===== config.mk =====
export PLATFORM = sky130hd
export DESIGN_NAME = flash_status_protect_register
export DESIGN_NICKNAME = d
export VERILOG_FILES = /design/src/flash_status_pkg.sv /design/src/pin_sync.sv /design/src/flash_status_protect_register.sv
export SDC_FILE = /design/constraint.sdc
export NUM_CORES = 1
export LEC_CHECK = 0
export BUFFER_PORTS_ARGS = -buffer_cell sky130_fd_sc_hd__buf_4
export CAP_MARGIN = 15
export CORE_MARGIN = 8
export CORE_UTILIZATION = 55
export CTS_CLUSTER_SIZE = 12
export DETAILED_ROUTE_END_ITERATION = 8
export GPL_TIMING_DRIVEN = 0
export PLACE_DENSITY = 0.75
export SLEW_MARGIN = 20
export SYNTH_ARGS = -nofsm -noshare
export SYNTH_HDL_FRONTEND = slang
export SYNTH_HIERARCHICAL = 1
export SYNTH_SLANG_ARGS = --single-unit

===== constraint.sdc =====
create_clock -name core_clk_in -period 3.74 [get_ports core_clk_in]
set_input_delay 0.374 -clock core_clk_in [delete_from_list [all_inputs] [get_ports core_clk_in]]
set_output_delay 0.374 -clock core_clk_in [all_outputs]
set_load 0.01 [all_outputs]

===== src/flash_status_pkg.sv =====
package flash_status_pkg;

    // serial command codes
    localparam logic [7:0] OP_LATCH_SET = 8'h06;
    localparam logic [7:0] OP_LATCH_CLEAR = 8'h04;
    localparam logic [7:0] OP_READ_LO = 8'h05;
    localparam logic [7:0] OP_READ_HI = 8'h35;
    localparam logic [7:0] OP_WRITE_SR = 8'h01;
    localparam logic [7:0] OP_WRITE_HI = 8'h31;
    localparam logic [7:0] OP_PAGE_PROG = 8'h02;
    localparam logic [7:0] OP_SECTOR_ERASE = 8'h20;
    localparam logic [7:0] OP_BLOCK32_ERASE = 8'h52;
    localparam logic [7:0] OP_BLOCK64_ERASE = 8'hD8;
    localparam logic [7:0] OP_CHIP_ERASE_A = 8'h60;
    localparam logic [7:0] OP_CHIP_ERASE_B = 8'hC7;
    localparam logic [7:0] OP_SUSPEND = 8'h75;
    localparam logic [7:0] OP_RESUME = 8'h7A;

    // status_protect_word field positions
    localparam int BIT_BUSY = 0;
    localparam int BIT_LATCH = 1;
    localparam int BP_LSB = 2;
    localparam int BIT_MODE_LO = 7;
    localparam int BIT_MODE_HI = 8;
    localparam int BIT_QE = 9;
    localparam int BIT_HPF = 10;
    localparam int LOCK_LSB = 11;
    localparam int BIT_CMP = 14;
    localparam int BIT_SUS = 15;

    // reset values
    localparam logic [4:0] BP_RESET = 5'h00;
    localparam logic [1:0] MODE_RESET = 2'h0;
    localparam logic [2:0] LOCK_RESET = 3'h0;

    // protect-mode encodings {hi, lo}
    localparam logic [1:0] MODE_SOFTWARE = 2'h0;
    localparam logic [1:0] MODE_HARDWARE = 2'h1;
    localparam logic [1:0] MODE_POWER_LOCK = 2'h2;
    localparam logic [1:0] MODE_OTP = 2'h3;

    // array geometry and protected-region sizing (log2 of bytes)
    localparam int ARRAY_AW = 19;
    localparam logic [4:0] SHIFT_LARGE_BASE = 5'h0F;
    localparam logic [4:0] SHIFT_SMALL_BASE = 5'h0B;
    localparam logic [4:0] SHIFT_SMALL_MAX = 5'h0F;

    // program/erase engine request kinds
    localparam logic [2:0] PE_PROGRAM = 3'h0;
    localparam logic [2:0] PE_SECTOR = 3'h1;
    localparam logic [2:0] PE_BLOCK32 = 3'h2;
    localparam logic [2:0] PE_BLOCK64 = 3'h3;
    localparam logic [2:0] PE_CHIP = 3'h4;

    // timing
    localparam int CLK_PERIOD_NS = 4;
    localparam int SR_WRITE_TIME_NS = 1000;
    localparam int SR_WRITE_CYCLES = (SR_WRITE_TIME_NS + CLK_PERIOD_NS - 1) / CLK_PERIOD_NS;
    localparam int SR_TIMER_W = 12;

endpackage


===== src/pin_sync.sv =====
`timescale 1ns/100ps
module pin_sync #(
    parameter int WIDTH = 4
) (
    input wire logic core_clk_in,
    input wire logic rst_in,
    input wire logic ce_in,
    input wire logic [WIDTH-1:0] d_in,
    input wire logic [WIDTH-1:0] reset_val_in,
    output logic [WIDTH-1:0] q_out
);
    logic [WIDTH-1:0] meta_ff;
    logic [WIDTH-1:0] stab_ff;

    // reset value is a tied constant at the instance
    always_ff @(posedge core_clk_in) begin
        if (rst_in) begin
            meta_ff <= reset_val_in;
            stab_ff <= reset_val_in;
        end else if (ce_in) begin
            meta_ff <= d_in;
            stab_ff <= meta_ff;
        end
    end

    assign q_out = stab_ff;
endmodule


===== src/flash_status_protect_register.sv =====
`timescale 1ns/100ps
// Contract
// busy reads 1 during program, erase or status write, else 0
// latch flag mirrors write latch; at 0 status writes, program, erase refused
// five block-protect bits default zero, changed only by status write
// program and sector/block erase into protected region are refused
// block-protect bits change only outside hardware-protected mode
// chip erase runs only when nothing is protected
// mode 00 ignores write-protect pin; status write allowed with latch set
// mode 01 with write-protect pin low blocks status writes; here quad-enable 1 overrides the pin and lets them through
// mode 01 with write-protect pin high allows status writes with latch set
// mode 10 blocks status writes until power cycle, which clears mode
// mode 11 blocks status writes permanently; special-order option; here rst_in returns the mode to 00
// quad-enable default 0 keeps pin roles; 1 makes them data lines
// host must not set quad-enable with protect/hold pins tied to rails
// high-performance flag mirrors high-performance mode, default 0
// three one-time lock bits default 0; set means security registers read-only
// each lock bit may be set alone by status write, never cleared; here rst_in clears all three
// complement bit default 0 combines with block-protect to pick area
// suspend flag set after program/erase suspend command
// suspend flag cleared by resume command and by power cycle
// latch set by enable; cleared by power-up, disable, status write, program, erase
// host writes to busy, latch, high-performance and suspend bits ignored
module flash_status_protect_register
    import flash_status_pkg::*;
#(
    parameter bit OTP_MODE_EN = 1'b1,
    parameter int SR_WRITE_CYC = SR_WRITE_CYCLES
) (
    input wire logic core_clk_in,
    input wire logic rst_in,
    input wire logic ce_in,
    input wire logic spi_sclk_in,
    input wire logic spi_cs_n_in,
    input wire logic spi_si_in,
    input wire logic wp_n_in,
    input wire logic engine_busy_in,
    input wire logic high_perf_mode_in,
    output logic spi_so_out,
    output logic spi_so_oe_out,
    output logic pe_start_out,
    output logic [2:0] pe_kind_out,
    output logic [23:0] pe_addr_out,
    output logic [7:0] prog_data_out,
    output logic prog_data_valid_out,
    output logic suspend_req_out,
    output logic resume_req_out,
    output logic cmd_refused_out,
    output logic quad_enable_out,
    output logic [2:0] security_lock_out,
    output logic [15:0] status_word_out
);
    typedef enum logic [3:0] {
        ST_IDLE = 4'b0001,
        ST_OPCODE = 4'b0010,
        ST_ARGS = 4'b0100,
        ST_READ = 4'b1000
    } link_state_t;

    logic s_sclk, s_cs_n, s_si, s_wp_n;
    logic sclk_d_ff, cs_n_d_ff;
    logic sclk_rise, sclk_fall, cs_start, cs_end;
    link_state_t state_ff;
    logic [2:0] bit_cnt_ff;
    logic [2:0] byte_cnt_ff;
    logic [6:0] shreg_ff;
    logic byte_done;
    logic [7:0] byte_val;
    logic [7:0] opcode_ff;
    logic [23:0] addr_ff;
    logic [7:0] data0_ff, data1_ff;
    logic [7:0] out_sr_ff;
    logic so_ff;
    logic [4:0] bp_ff;
    logic [1:0] mode_ff;
    logic qe_ff, cmp_ff, sus_ff, latch_ff;
    logic [2:0] lock_ff;
    logic [SR_TIMER_W-1:0] sr_timer_ff;
    logic busy;
    logic [15:0] status;
    logic exec, sr_unlocked, sr_cmd, sr_ok, pe_cmd, pe_ok, wr_lo_en, wr_hi_en;
    logic [7:0] wr_lo, wr_hi;
    logic [1:0] nxt_mode;
    logic [2:0] kind;
    logic prot_hit, none_protected;

    // host-domain pins; sclk lasts many core cycles
    pin_sync #(.WIDTH(4)) u_sync (
        .core_clk_in(core_clk_in),
        .rst_in(rst_in),
        .ce_in(ce_in),
        .d_in({spi_sclk_in, spi_cs_n_in, spi_si_in, wp_n_in}),
        .reset_val_in(4'h5),
        .q_out({s_sclk, s_cs_n, s_si, s_wp_n})
    );

    always_ff @(posedge core_clk_in) begin
        if (rst_in) begin
            sclk_d_ff <= 1'b0;
            cs_n_d_ff <= 1'b1;
        end else if (ce_in) begin
            sclk_d_ff <= s_sclk;
            cs_n_d_ff <= s_cs_n;
        end
    end

    assign sclk_rise = s_sclk & ~sclk_d_ff & ~s_cs_n;
    assign sclk_fall = ~s_sclk & sclk_d_ff & ~s_cs_n;
    assign cs_start = cs_n_d_ff & ~s_cs_n;
    assign cs_end = ~cs_n_d_ff & s_cs_n;
    assign byte_done = sclk_rise & (bit_cnt_ff == 3'h7);
    assign byte_val = {shreg_ff, s_si};

    // protected-region decode; complement inverts the area
    function automatic logic region_hit(input logic [4:0] bp, input logic cmp, input logic [23:0] a);
        logic [4:0] sh;
        logic [ARRAY_AW-1:0] mask;
        logic hit;
        sh = SHIFT_LARGE_BASE;
        mask = '0;
        if (bp[2:0] == 3'h0) begin
            hit = 1'b0;
        end else if ((!bp[4] && bp[2]) || (bp[4] && bp[2:0] == 3'h7)) begin
            hit = 1'b1;
        end else begin
            if (!bp[4]) begin
                sh = SHIFT_LARGE_BASE + {3'h0, bp[1:0]};
            end else if (bp[2]) begin
                sh = SHIFT_SMALL_MAX;
            end else begin
                sh = SHIFT_SMALL_BASE + {3'h0, bp[1:0]};
            end
            mask = ~(({{(ARRAY_AW-1){1'b0}}, 1'b1} << sh) - {{(ARRAY_AW-1){1'b0}}, 1'b1});
            hit = bp[3] ? ((a[ARRAY_AW-1:0] & mask) == '0) : ((a[ARRAY_AW-1:0] & mask) == mask);
        end
        return hit ^ cmp;
    endfunction

    assign busy = engine_busy_in | (sr_timer_ff != '0);
    assign status = {sus_ff, cmp_ff, lock_ff, high_perf_mode_in, qe_ff, mode_ff, bp_ff, latch_ff, busy};

    // link framing state
    always_ff @(posedge core_clk_in) begin
        if (rst_in) begin
            state_ff <= ST_IDLE;
        end else if (ce_in) begin
            if (cs_end) begin
                state_ff <= ST_IDLE;
            end else if (cs_start) begin
                state_ff <= ST_OPCODE;
            end else begin
                case (state_ff)
                    ST_OPCODE: begin
                        if (byte_done) begin
                            state_ff <= (byte_val == OP_READ_LO || byte_val == OP_READ_HI) ? ST_READ : ST_ARGS;
                        end
                    end
                    default: ;
                endcase
            end
        end
    end

    // bit and byte capture
    always_ff @(posedge core_clk_in) begin
        if (rst_in) begin
            bit_cnt_ff <= 3'h0;
            byte_cnt_ff <= 3'h0;
            shreg_ff <= 7'h00;
            opcode_ff <= 8'h00;
            addr_ff <= 24'h000000;
            data0_ff <= 8'h00;
            data1_ff <= 8'h00;
        end else if (ce_in) begin
            if (cs_start) begin
                bit_cnt_ff <= 3'h0;
                byte_cnt_ff <= 3'h0;
            end else if (sclk_rise) begin
                shreg_ff <= byte_val[6:0];
                bit_cnt_ff <= bit_cnt_ff + 3'h1;
                if (byte_done) begin
                    // saturates: page data bytes all land at index 4
                    if (byte_cnt_ff != 3'h4) begin
                        byte_cnt_ff <= byte_cnt_ff + 3'h1;
                    end
                    case (byte_cnt_ff)
                        3'h0: opcode_ff <= byte_val;
                        3'h1: begin
                            addr_ff[23:16] <= byte_val;
                            data0_ff <= byte_val;
                        end
                        3'h2: begin
                            addr_ff[15:8] <= byte_val;
                            data1_ff <= byte_val;
                        end
                        3'h3: addr_ff[7:0] <= byte_val;
                        default: ;
                    endcase
                end
            end
        end
    end

    // page data is passed to the array engine as it arrives
    always_ff @(posedge core_clk_in) begin
        if (rst_in) begin
            prog_data_out <= 8'h00;
            prog_data_valid_out <= 1'b0;
        end else if (ce_in) begin
            prog_data_valid_out <= byte_done && state_ff == ST_ARGS && byte_cnt_ff == 3'h4 && opcode_ff == OP_PAGE_PROG;
            if (byte_done) begin
                prog_data_out <= byte_val;
            end
        end
    end

    // status read-out, continuous: each byte boundary reloads the current value
    always_ff @(posedge core_clk_in) begin
        if (rst_in) begin
            out_sr_ff <= 8'h00;
            so_ff <= 1'b0;
        end else if (ce_in) begin
            if (byte_done) begin
                if (state_ff == ST_OPCODE) begin
                    out_sr_ff <= (byte_val == OP_READ_HI) ? status[15:8] : status[7:0];
                end else begin
                    out_sr_ff <= (opcode_ff == OP_READ_HI) ? status[15:8] : status[7:0];
                end
            end else if (sclk_fall && state_ff == ST_READ) begin
                so_ff <= out_sr_ff[7];
                out_sr_ff <= {out_sr_ff[6:0], 1'b0};
            end
        end
    end

    assign spi_so_out = so_ff;
    assign spi_so_oe_out = (state_ff == ST_READ) && !s_cs_n;

    // commands act only when chip select rises on a byte boundary
    assign exec = cs_end && state_ff == ST_ARGS && bit_cnt_ff == 3'h0;

    always_comb begin
        case (mode_ff)
            MODE_SOFTWARE: sr_unlocked = 1'b1;
            MODE_HARDWARE: sr_unlocked = qe_ff | s_wp_n;
            MODE_POWER_LOCK: sr_unlocked = 1'b0;
            default: sr_unlocked = 1'b0;
        endcase
    end

    assign sr_cmd = (opcode_ff == OP_WRITE_SR || opcode_ff == OP_WRITE_HI) && byte_cnt_ff >= 3'h2;
    assign sr_ok = latch_ff & ~busy & sr_unlocked;
    assign wr_lo_en = exec && sr_ok && opcode_ff == OP_WRITE_SR;
    assign wr_hi_en = exec && sr_ok && ((opcode_ff == OP_WRITE_SR && byte_cnt_ff >= 3'h3) || opcode_ff == OP_WRITE_HI);
    assign wr_lo = data0_ff;
    assign wr_hi = (opcode_ff == OP_WRITE_HI) ? data0_ff : data1_ff;

    always_comb begin
        nxt_mode = mode_ff;
        if (wr_lo_en) begin
            nxt_mode[0] = wr_lo[BIT_MODE_LO];
        end
        if (wr_hi_en) begin
            nxt_mode[1] = wr_hi[BIT_MODE_HI - 8];
        end
        // without the special-order option the permanent lock is not reachable
        if (!OTP_MODE_EN && nxt_mode == MODE_OTP) begin
            nxt_mode = mode_ff;
        end
    end

    always_comb begin
        case (opcode_ff)
            OP_PAGE_PROG: kind = PE_PROGRAM;
            OP_SECTOR_ERASE: kind = PE_SECTOR;
            OP_BLOCK32_ERASE: kind = PE_BLOCK32;
            OP_BLOCK64_ERASE: kind = PE_BLOCK64;
            default: kind = PE_CHIP;
        endcase
    end

    assign prot_hit = region_hit(bp_ff, cmp_ff, addr_ff);
    assign none_protected = ~region_hit(bp_ff, cmp_ff, 24'h000000) & ~region_hit(bp_ff, cmp_ff, 24'h07FFFF);
    assign pe_cmd = ((opcode_ff == OP_PAGE_PROG || opcode_ff == OP_SECTOR_ERASE || opcode_ff == OP_BLOCK32_ERASE
                      || opcode_ff == OP_BLOCK64_ERASE) && byte_cnt_ff == 3'h4)
                  || ((opcode_ff == OP_CHIP_ERASE_A || opcode_ff == OP_CHIP_ERASE_B) && byte_cnt_ff == 3'h1);
    assign pe_ok = latch_ff && !busy && !sus_ff
                && ((kind == PE_CHIP) ? none_protected : !prot_hit);

    // protection bits: only an accepted status write changes them
    always_ff @(posedge core_clk_in) begin
        if (rst_in) begin
            bp_ff <= BP_RESET;
            mode_ff <= MODE_RESET;
            qe_ff <= 1'b0;
            cmp_ff <= 1'b0;
            lock_ff <= LOCK_RESET;
        end else if (ce_in) begin
            mode_ff <= nxt_mode;
            if (wr_lo_en) begin
                bp_ff <= wr_lo[BP_LSB +: 5];
            end
            if (wr_hi_en) begin
                qe_ff <= wr_hi[BIT_QE - 8];
                cmp_ff <= wr_hi[BIT_CMP - 8];
                lock_ff <= lock_ff | wr_hi[LOCK_LSB - 8 +: 3];
            end
        end
    end

    // status write busy time
    always_ff @(posedge core_clk_in) begin
        if (rst_in) begin
            sr_timer_ff <= '0;
        end else if (ce_in) begin
            if (exec && sr_cmd && sr_ok) begin
                sr_timer_ff <= SR_TIMER_W'(SR_WRITE_CYC);
            end else if (sr_timer_ff != '0) begin
                sr_timer_ff <= sr_timer_ff - 1'b1;
            end
        end
    end

    // write latch; status flags never follow host data
    always_ff @(posedge core_clk_in) begin
        if (rst_in) begin
            latch_ff <= 1'b0;
        end else if (ce_in && exec) begin
            if (opcode_ff == OP_LATCH_SET && byte_cnt_ff == 3'h1) begin
                latch_ff <= 1'b1;
            end else if ((opcode_ff == OP_LATCH_CLEAR && byte_cnt_ff == 3'h1)
                      || (sr_cmd && sr_ok) || (pe_cmd && pe_ok)) begin
                latch_ff <= 1'b0;
            end
        end
    end

    // suspend flag and engine suspend/resume requests
    always_ff @(posedge core_clk_in) begin
        if (rst_in) begin
            sus_ff <= 1'b0;
            suspend_req_out <= 1'b0;
            resume_req_out <= 1'b0;
        end else if (ce_in) begin
            suspend_req_out <= 1'b0;
            resume_req_out <= 1'b0;
            if (exec && opcode_ff == OP_SUSPEND && byte_cnt_ff == 3'h1 && engine_busy_in && !sus_ff) begin
                sus_ff <= 1'b1;
                suspend_req_out <= 1'b1;
            end else if (exec && opcode_ff == OP_RESUME && byte_cnt_ff == 3'h1 && sus_ff) begin
                sus_ff <= 1'b0;
                resume_req_out <= 1'b1;
            end
        end
    end

    // engine start and refusal reporting
    always_ff @(posedge core_clk_in) begin
        if (rst_in) begin
            pe_start_out <= 1'b0;
            pe_kind_out <= PE_PROGRAM;
            pe_addr_out <= 24'h000000;
            cmd_refused_out <= 1'b0;
        end else if (ce_in) begin
            pe_start_out <= exec && pe_cmd && pe_ok;
            cmd_refused_out <= exec && ((pe_cmd && !pe_ok) || (sr_cmd && !sr_ok));
            if (exec && pe_cmd && pe_ok) begin
                pe_kind_out <= kind;
                pe_addr_out <= addr_ff;
            end
        end
    end

    always_ff @(posedge core_clk_in) begin
        if (rst_in) begin
            status_word_out <= 16'h0000;
        end else if (ce_in) begin
            status_word_out <= status;
        end
    end

    assign quad_enable_out = qe_ff;
    assign security_lock_out = lock_ff;
endmodule


==> flow_metrics.env <==
export IMPL_critical_path_slowest_cell="o21ai_1"
export IMPL_rsz0062_at_grt="no"
export IMPL_run_status="finished, final reports clean"
export IMPL_comb_power_share=0.038
export IMPL_layout_nets=974
export IMPL_die_h_um=130
export IMPL_seqPwrFrac=0.455
export IMPL_die_w_um=130
export IMPL_yosysTopAreaCell="dfxtp_1"
export IMPL_cp_arrival_ns=3.73
export IMPL_synthTopCellsByArea="dfxtp_1 (40%), a21oi_1 (7.0%), mux2i_1 (5.4%), nand2_1 (5.0%), nor2_1 (4.8%)"
export IMPL_period_needed_ns=3.38
export IMPL_finalSetupTns_ns=0
export IMPL_pin_count=71
export IMPL_hold_viol_final=0
export IMPL_post_cts_buffers=0
export IMPL_worst_pin_slew_ns=1.02
export IMPL_cpMostUsedCell="o21ai_0"
export IMPL_synthTopCellsByCount="dfxtp_1 (142), a21oi_1 (100), nand2_1 (95), nor2_1 (91), nand3_1 (65)"
export IMPL_area_growth_pct=19.8
export IMPL_cellLeakagePower_nw=3.18
export IMPL_viasPerCell=5.69
export IMPL_yosysWarnings=6
export IMPL_drv_slew=0
export IMPL_dr_pass1_iters=5
export IMPL_switchingPower_mw=0.765
export IMPL_worstPathMaxFanout=10
export IMPL_core_area_um2=12600
export IMPL_r2r_start="bp_ff[0]"
export IMPL_clock_power_share=0.506
export IMPL_synthArstFlopShare=0
export IMPL_drtAntennaViolNets=0
export IMPL_finalCritPeriodShare=0.903
export IMPL_antenna_found_initial=0
export IMPL_cp_start_kind="flop"
export IMPL_cts_buffers=17
export IMPL_post_route_util=0.674
export IMPL_cts_tree="built"
export IMPL_min_delay_start="high_perf_mode_in"
export IMPL_max_cap_violations=0
export IMPL_avgSynthCellArea_um2=8.35
export IMPL_diodes=0
export IMPL_grt_pass1_wl_mm=30.9
export IMPL_drive_gt1_frac=0.146
export IMPL_synth_seq_cells=150
export IMPL_synth_edf_count=8
export IMPL_grt_start_max_net_pins=17
export IMPL_drt_wl_total_mm=19.6
export IMPL_peakVddDrop_mv=0.316
export IMPL_ys_types=68
export IMPL_ctsResizeCount=0
export IMPL_drtIter0Drc=573
export IMPL_first_global_vias=5970
export IMPL_cpPeakStageDelay_ns=0.47
export IMPL_timing_max_slew_rel_slack=0.318
export IMPL_wl_per_cell_um=17.3
export IMPL_dieArea_um2=16800
export IMPL_holdPathEnd="status_word_out[10]"
export IMPL_syn_area_um2=7100
export IMPL_rows=41
export IMPL_ctsRootBufferMaster="clkbuf_16"
export IMPL_gp_congestion=0.903
export IMPL_portBuffers=69
export IMPL_powerDensity_nw_per_um2=425
export IMPL_htreeDepth=4
export IMPL_post_cts_hold_buffer_count=0
export IMPL_r2r_slack_ns=0.36
export IMPL_syn_inst=851
export IMPL_clock_sinks=150
export IMPL_cp_data_required_time_ns=4.10
export IMPL_clk_pin_slew_ns=0.06
export IMPL_reg2regPathDepth=12
export IMPL_clock_latency_ns=0.43
export IMPL_whs_path_depth=3
export IMPL_setup_viol=0
export IMPL_p_sw_frac=0.212
export IMPL_crit_type="reg -> reg"
export IMPL_endpoint_kind="flop"
export IMPL_intPower_mw=2.85
export IMPL_fillers=1108
export IMPL_yosysSeqAreaShare=0.434
export IMPL_clockBufferDepth=2
export IMPL_skew_ns=0.00975
export IMPL_r2r_end="pe_addr_out[22]"
export IMPL_synth_most_common_cell="dfxtp_1"
export IMPL_hp_class="in -> reg"
export IMPL_synth_ff_type="dfxtp_1"
export IMPL_cp_cell_sequence="inv_1 -> ha_1 -> buf_2 -> a21boi_0 -> o21ai_0 -> o21ai_0 -> o21ai_0 -> o22ai_2 -> o21ai_1 -> clkbuf_1 -> nand3_1 -> a21oi_1"
export IMPL_drc=0
export IMPL_via_count=6447
export IMPL_dp_hpwl_mm=14.0
export IMPL_netlist_area_leader_share=0.400
export IMPL_fmax_ghz=0.296
export IMPL_grt_usage=0.235
export IMPL_grt_overflow=0
export IMPL_initial_utilization=0.563
## routing by layer
| layer | global-route usage | part of all wire | vias to the layer above |
|---|---|---|---|
| met5 | 0 | 0 | - |
| met3 | 0.0588 | 0.070 | 25 |
| li1 | - | - | 3175 |
| met2 | 0.363 | 0.45 | 220 |
| met4 | 0.0663 | 0.014 | 0 |
| met1 | 0.318 | 0.46 | 3027 |
## cells in the final DEF, fill, tap and decap left out, types with 12 or more instances in the layout
cell       netlist  routed
a211oi_1        12      12
conb_1           2      12
a21oi_1        100     100
nor3_1          17      17
clkbuf_1        42      46
mux2i_1         38      38
nand2_1         95      95
buf_2           16      16
ha_1            16      16
clkbuf_16        0      18
o21ai_0         40      40
nor2_1          91      91
nand3_1         65      65
buf_4            0      69
dfxtp_1        142     142
inv_1           23      23
## area by class of cell
type	count	area (um^2)	share of cell area
clock inverters	8	146	0.0172
multi-input cells	624	3710	0.436
plain buffers	63	273	0.0320
clock buffers	23	479	0.0563
flip-flops and latches	150	3080	0.362
inverters	24	90.1	0.0106
well taps	172	215	0.0253
repair buffers	69	518	0.0609
## critical path, delay by kind of cell, from the launching register on
kind	cells	cell delay [ns]
simple gates	1	0.18
flops	1	0.45
fa+ha+maj	1	0.42
buf+inv	3	0.82
compound gates	7	1.42
## cells by family (layout without fill, tap and decap cells)
| logic type | count (synthesis) | in the layout | share of synthesized area |
|---|---|---|---|
| AOI/OAI and AO/OA | 196 | 196 | 0.161 |
| xor gates and xnor gates | 10 | 10 | 0.0123 |
| adders and majority gates | 16 | 16 | 0.0282 |
| buffers and inverters | 87 | 187 | 0.0511 |
| DFF | 150 | 150 | 0.434 |
| muxes | 52 | 52 | 0.0800 |
| other | 2 | 12 | 0.00106 |
| and+or+nand+nor | 338 | 338 | 0.232 |
## how the worst max path moves through the flow
stage | startpoint | end | slack, ns
after floorplan | bp_ff[0] | pe_kind_out[1] | 1.10
after global placement | bp_ff[0] | pe_addr_out[21] | 0.53
after detailed placement | bp_ff[0] | pe_addr_out[19] | 0.52
after CTS | bp_ff[0] | pe_addr_out[22] | 0.49
after global routing | bp_ff[0] | pe_addr_out[19] | 0.19
final | bp_ff[0] | pe_addr_out[22] | 0.36
## sequential cells by signal, indices dropped and copies added (netlist names), 2 cells and up
register and count:
state_ff 4, sr_timer_ff 12, pe_kind_out 3, mode_ff 2, data1_ff 8, opcode_ff 8
shreg_ff 7, bp_ff 5, byte_cnt_ff 3, u_sync/q_out 4, pe_addr_out 24, addr_ff 16
prog_data_out 8, u_sync/meta_ff 4, security_lock_out 3, bit_cnt_ff 3, status_word_out 16, out_sr_ff 8
## stage by stage
stage	total power [mW]	area, um^2	std cells	worst slack [ns]	hold slack, ns
detailed placement	1.82	7890	1102	0.520	0.451
finish	3.62	8510	1133	0.363	0.208
floorplan	1.77	7140	861	1.10	0.437
global route	3.70	8510	1133	0.187	0.215
global placement	1.81	7880	1102	0.531	0.444
CTS	3.62	8510	1133	0.490	0.200
## power groups by stage
| stage | clock network, mW | logic (mW) | registers [mW] |
|---|---|---|---|
| floorplan | 0 | 0.0952 | 1.68 |
| global placement | 0 | 0.133 | 1.68 |
| detailed placement | 0 | 0.134 | 1.68 |
| CTS | 1.83 | 0.136 | 1.65 |
| global route | 1.90 | 0.152 | 1.65 |
| finish | 1.83 | 0.138 | 1.65 |
(Power assumes the default switching activity.)
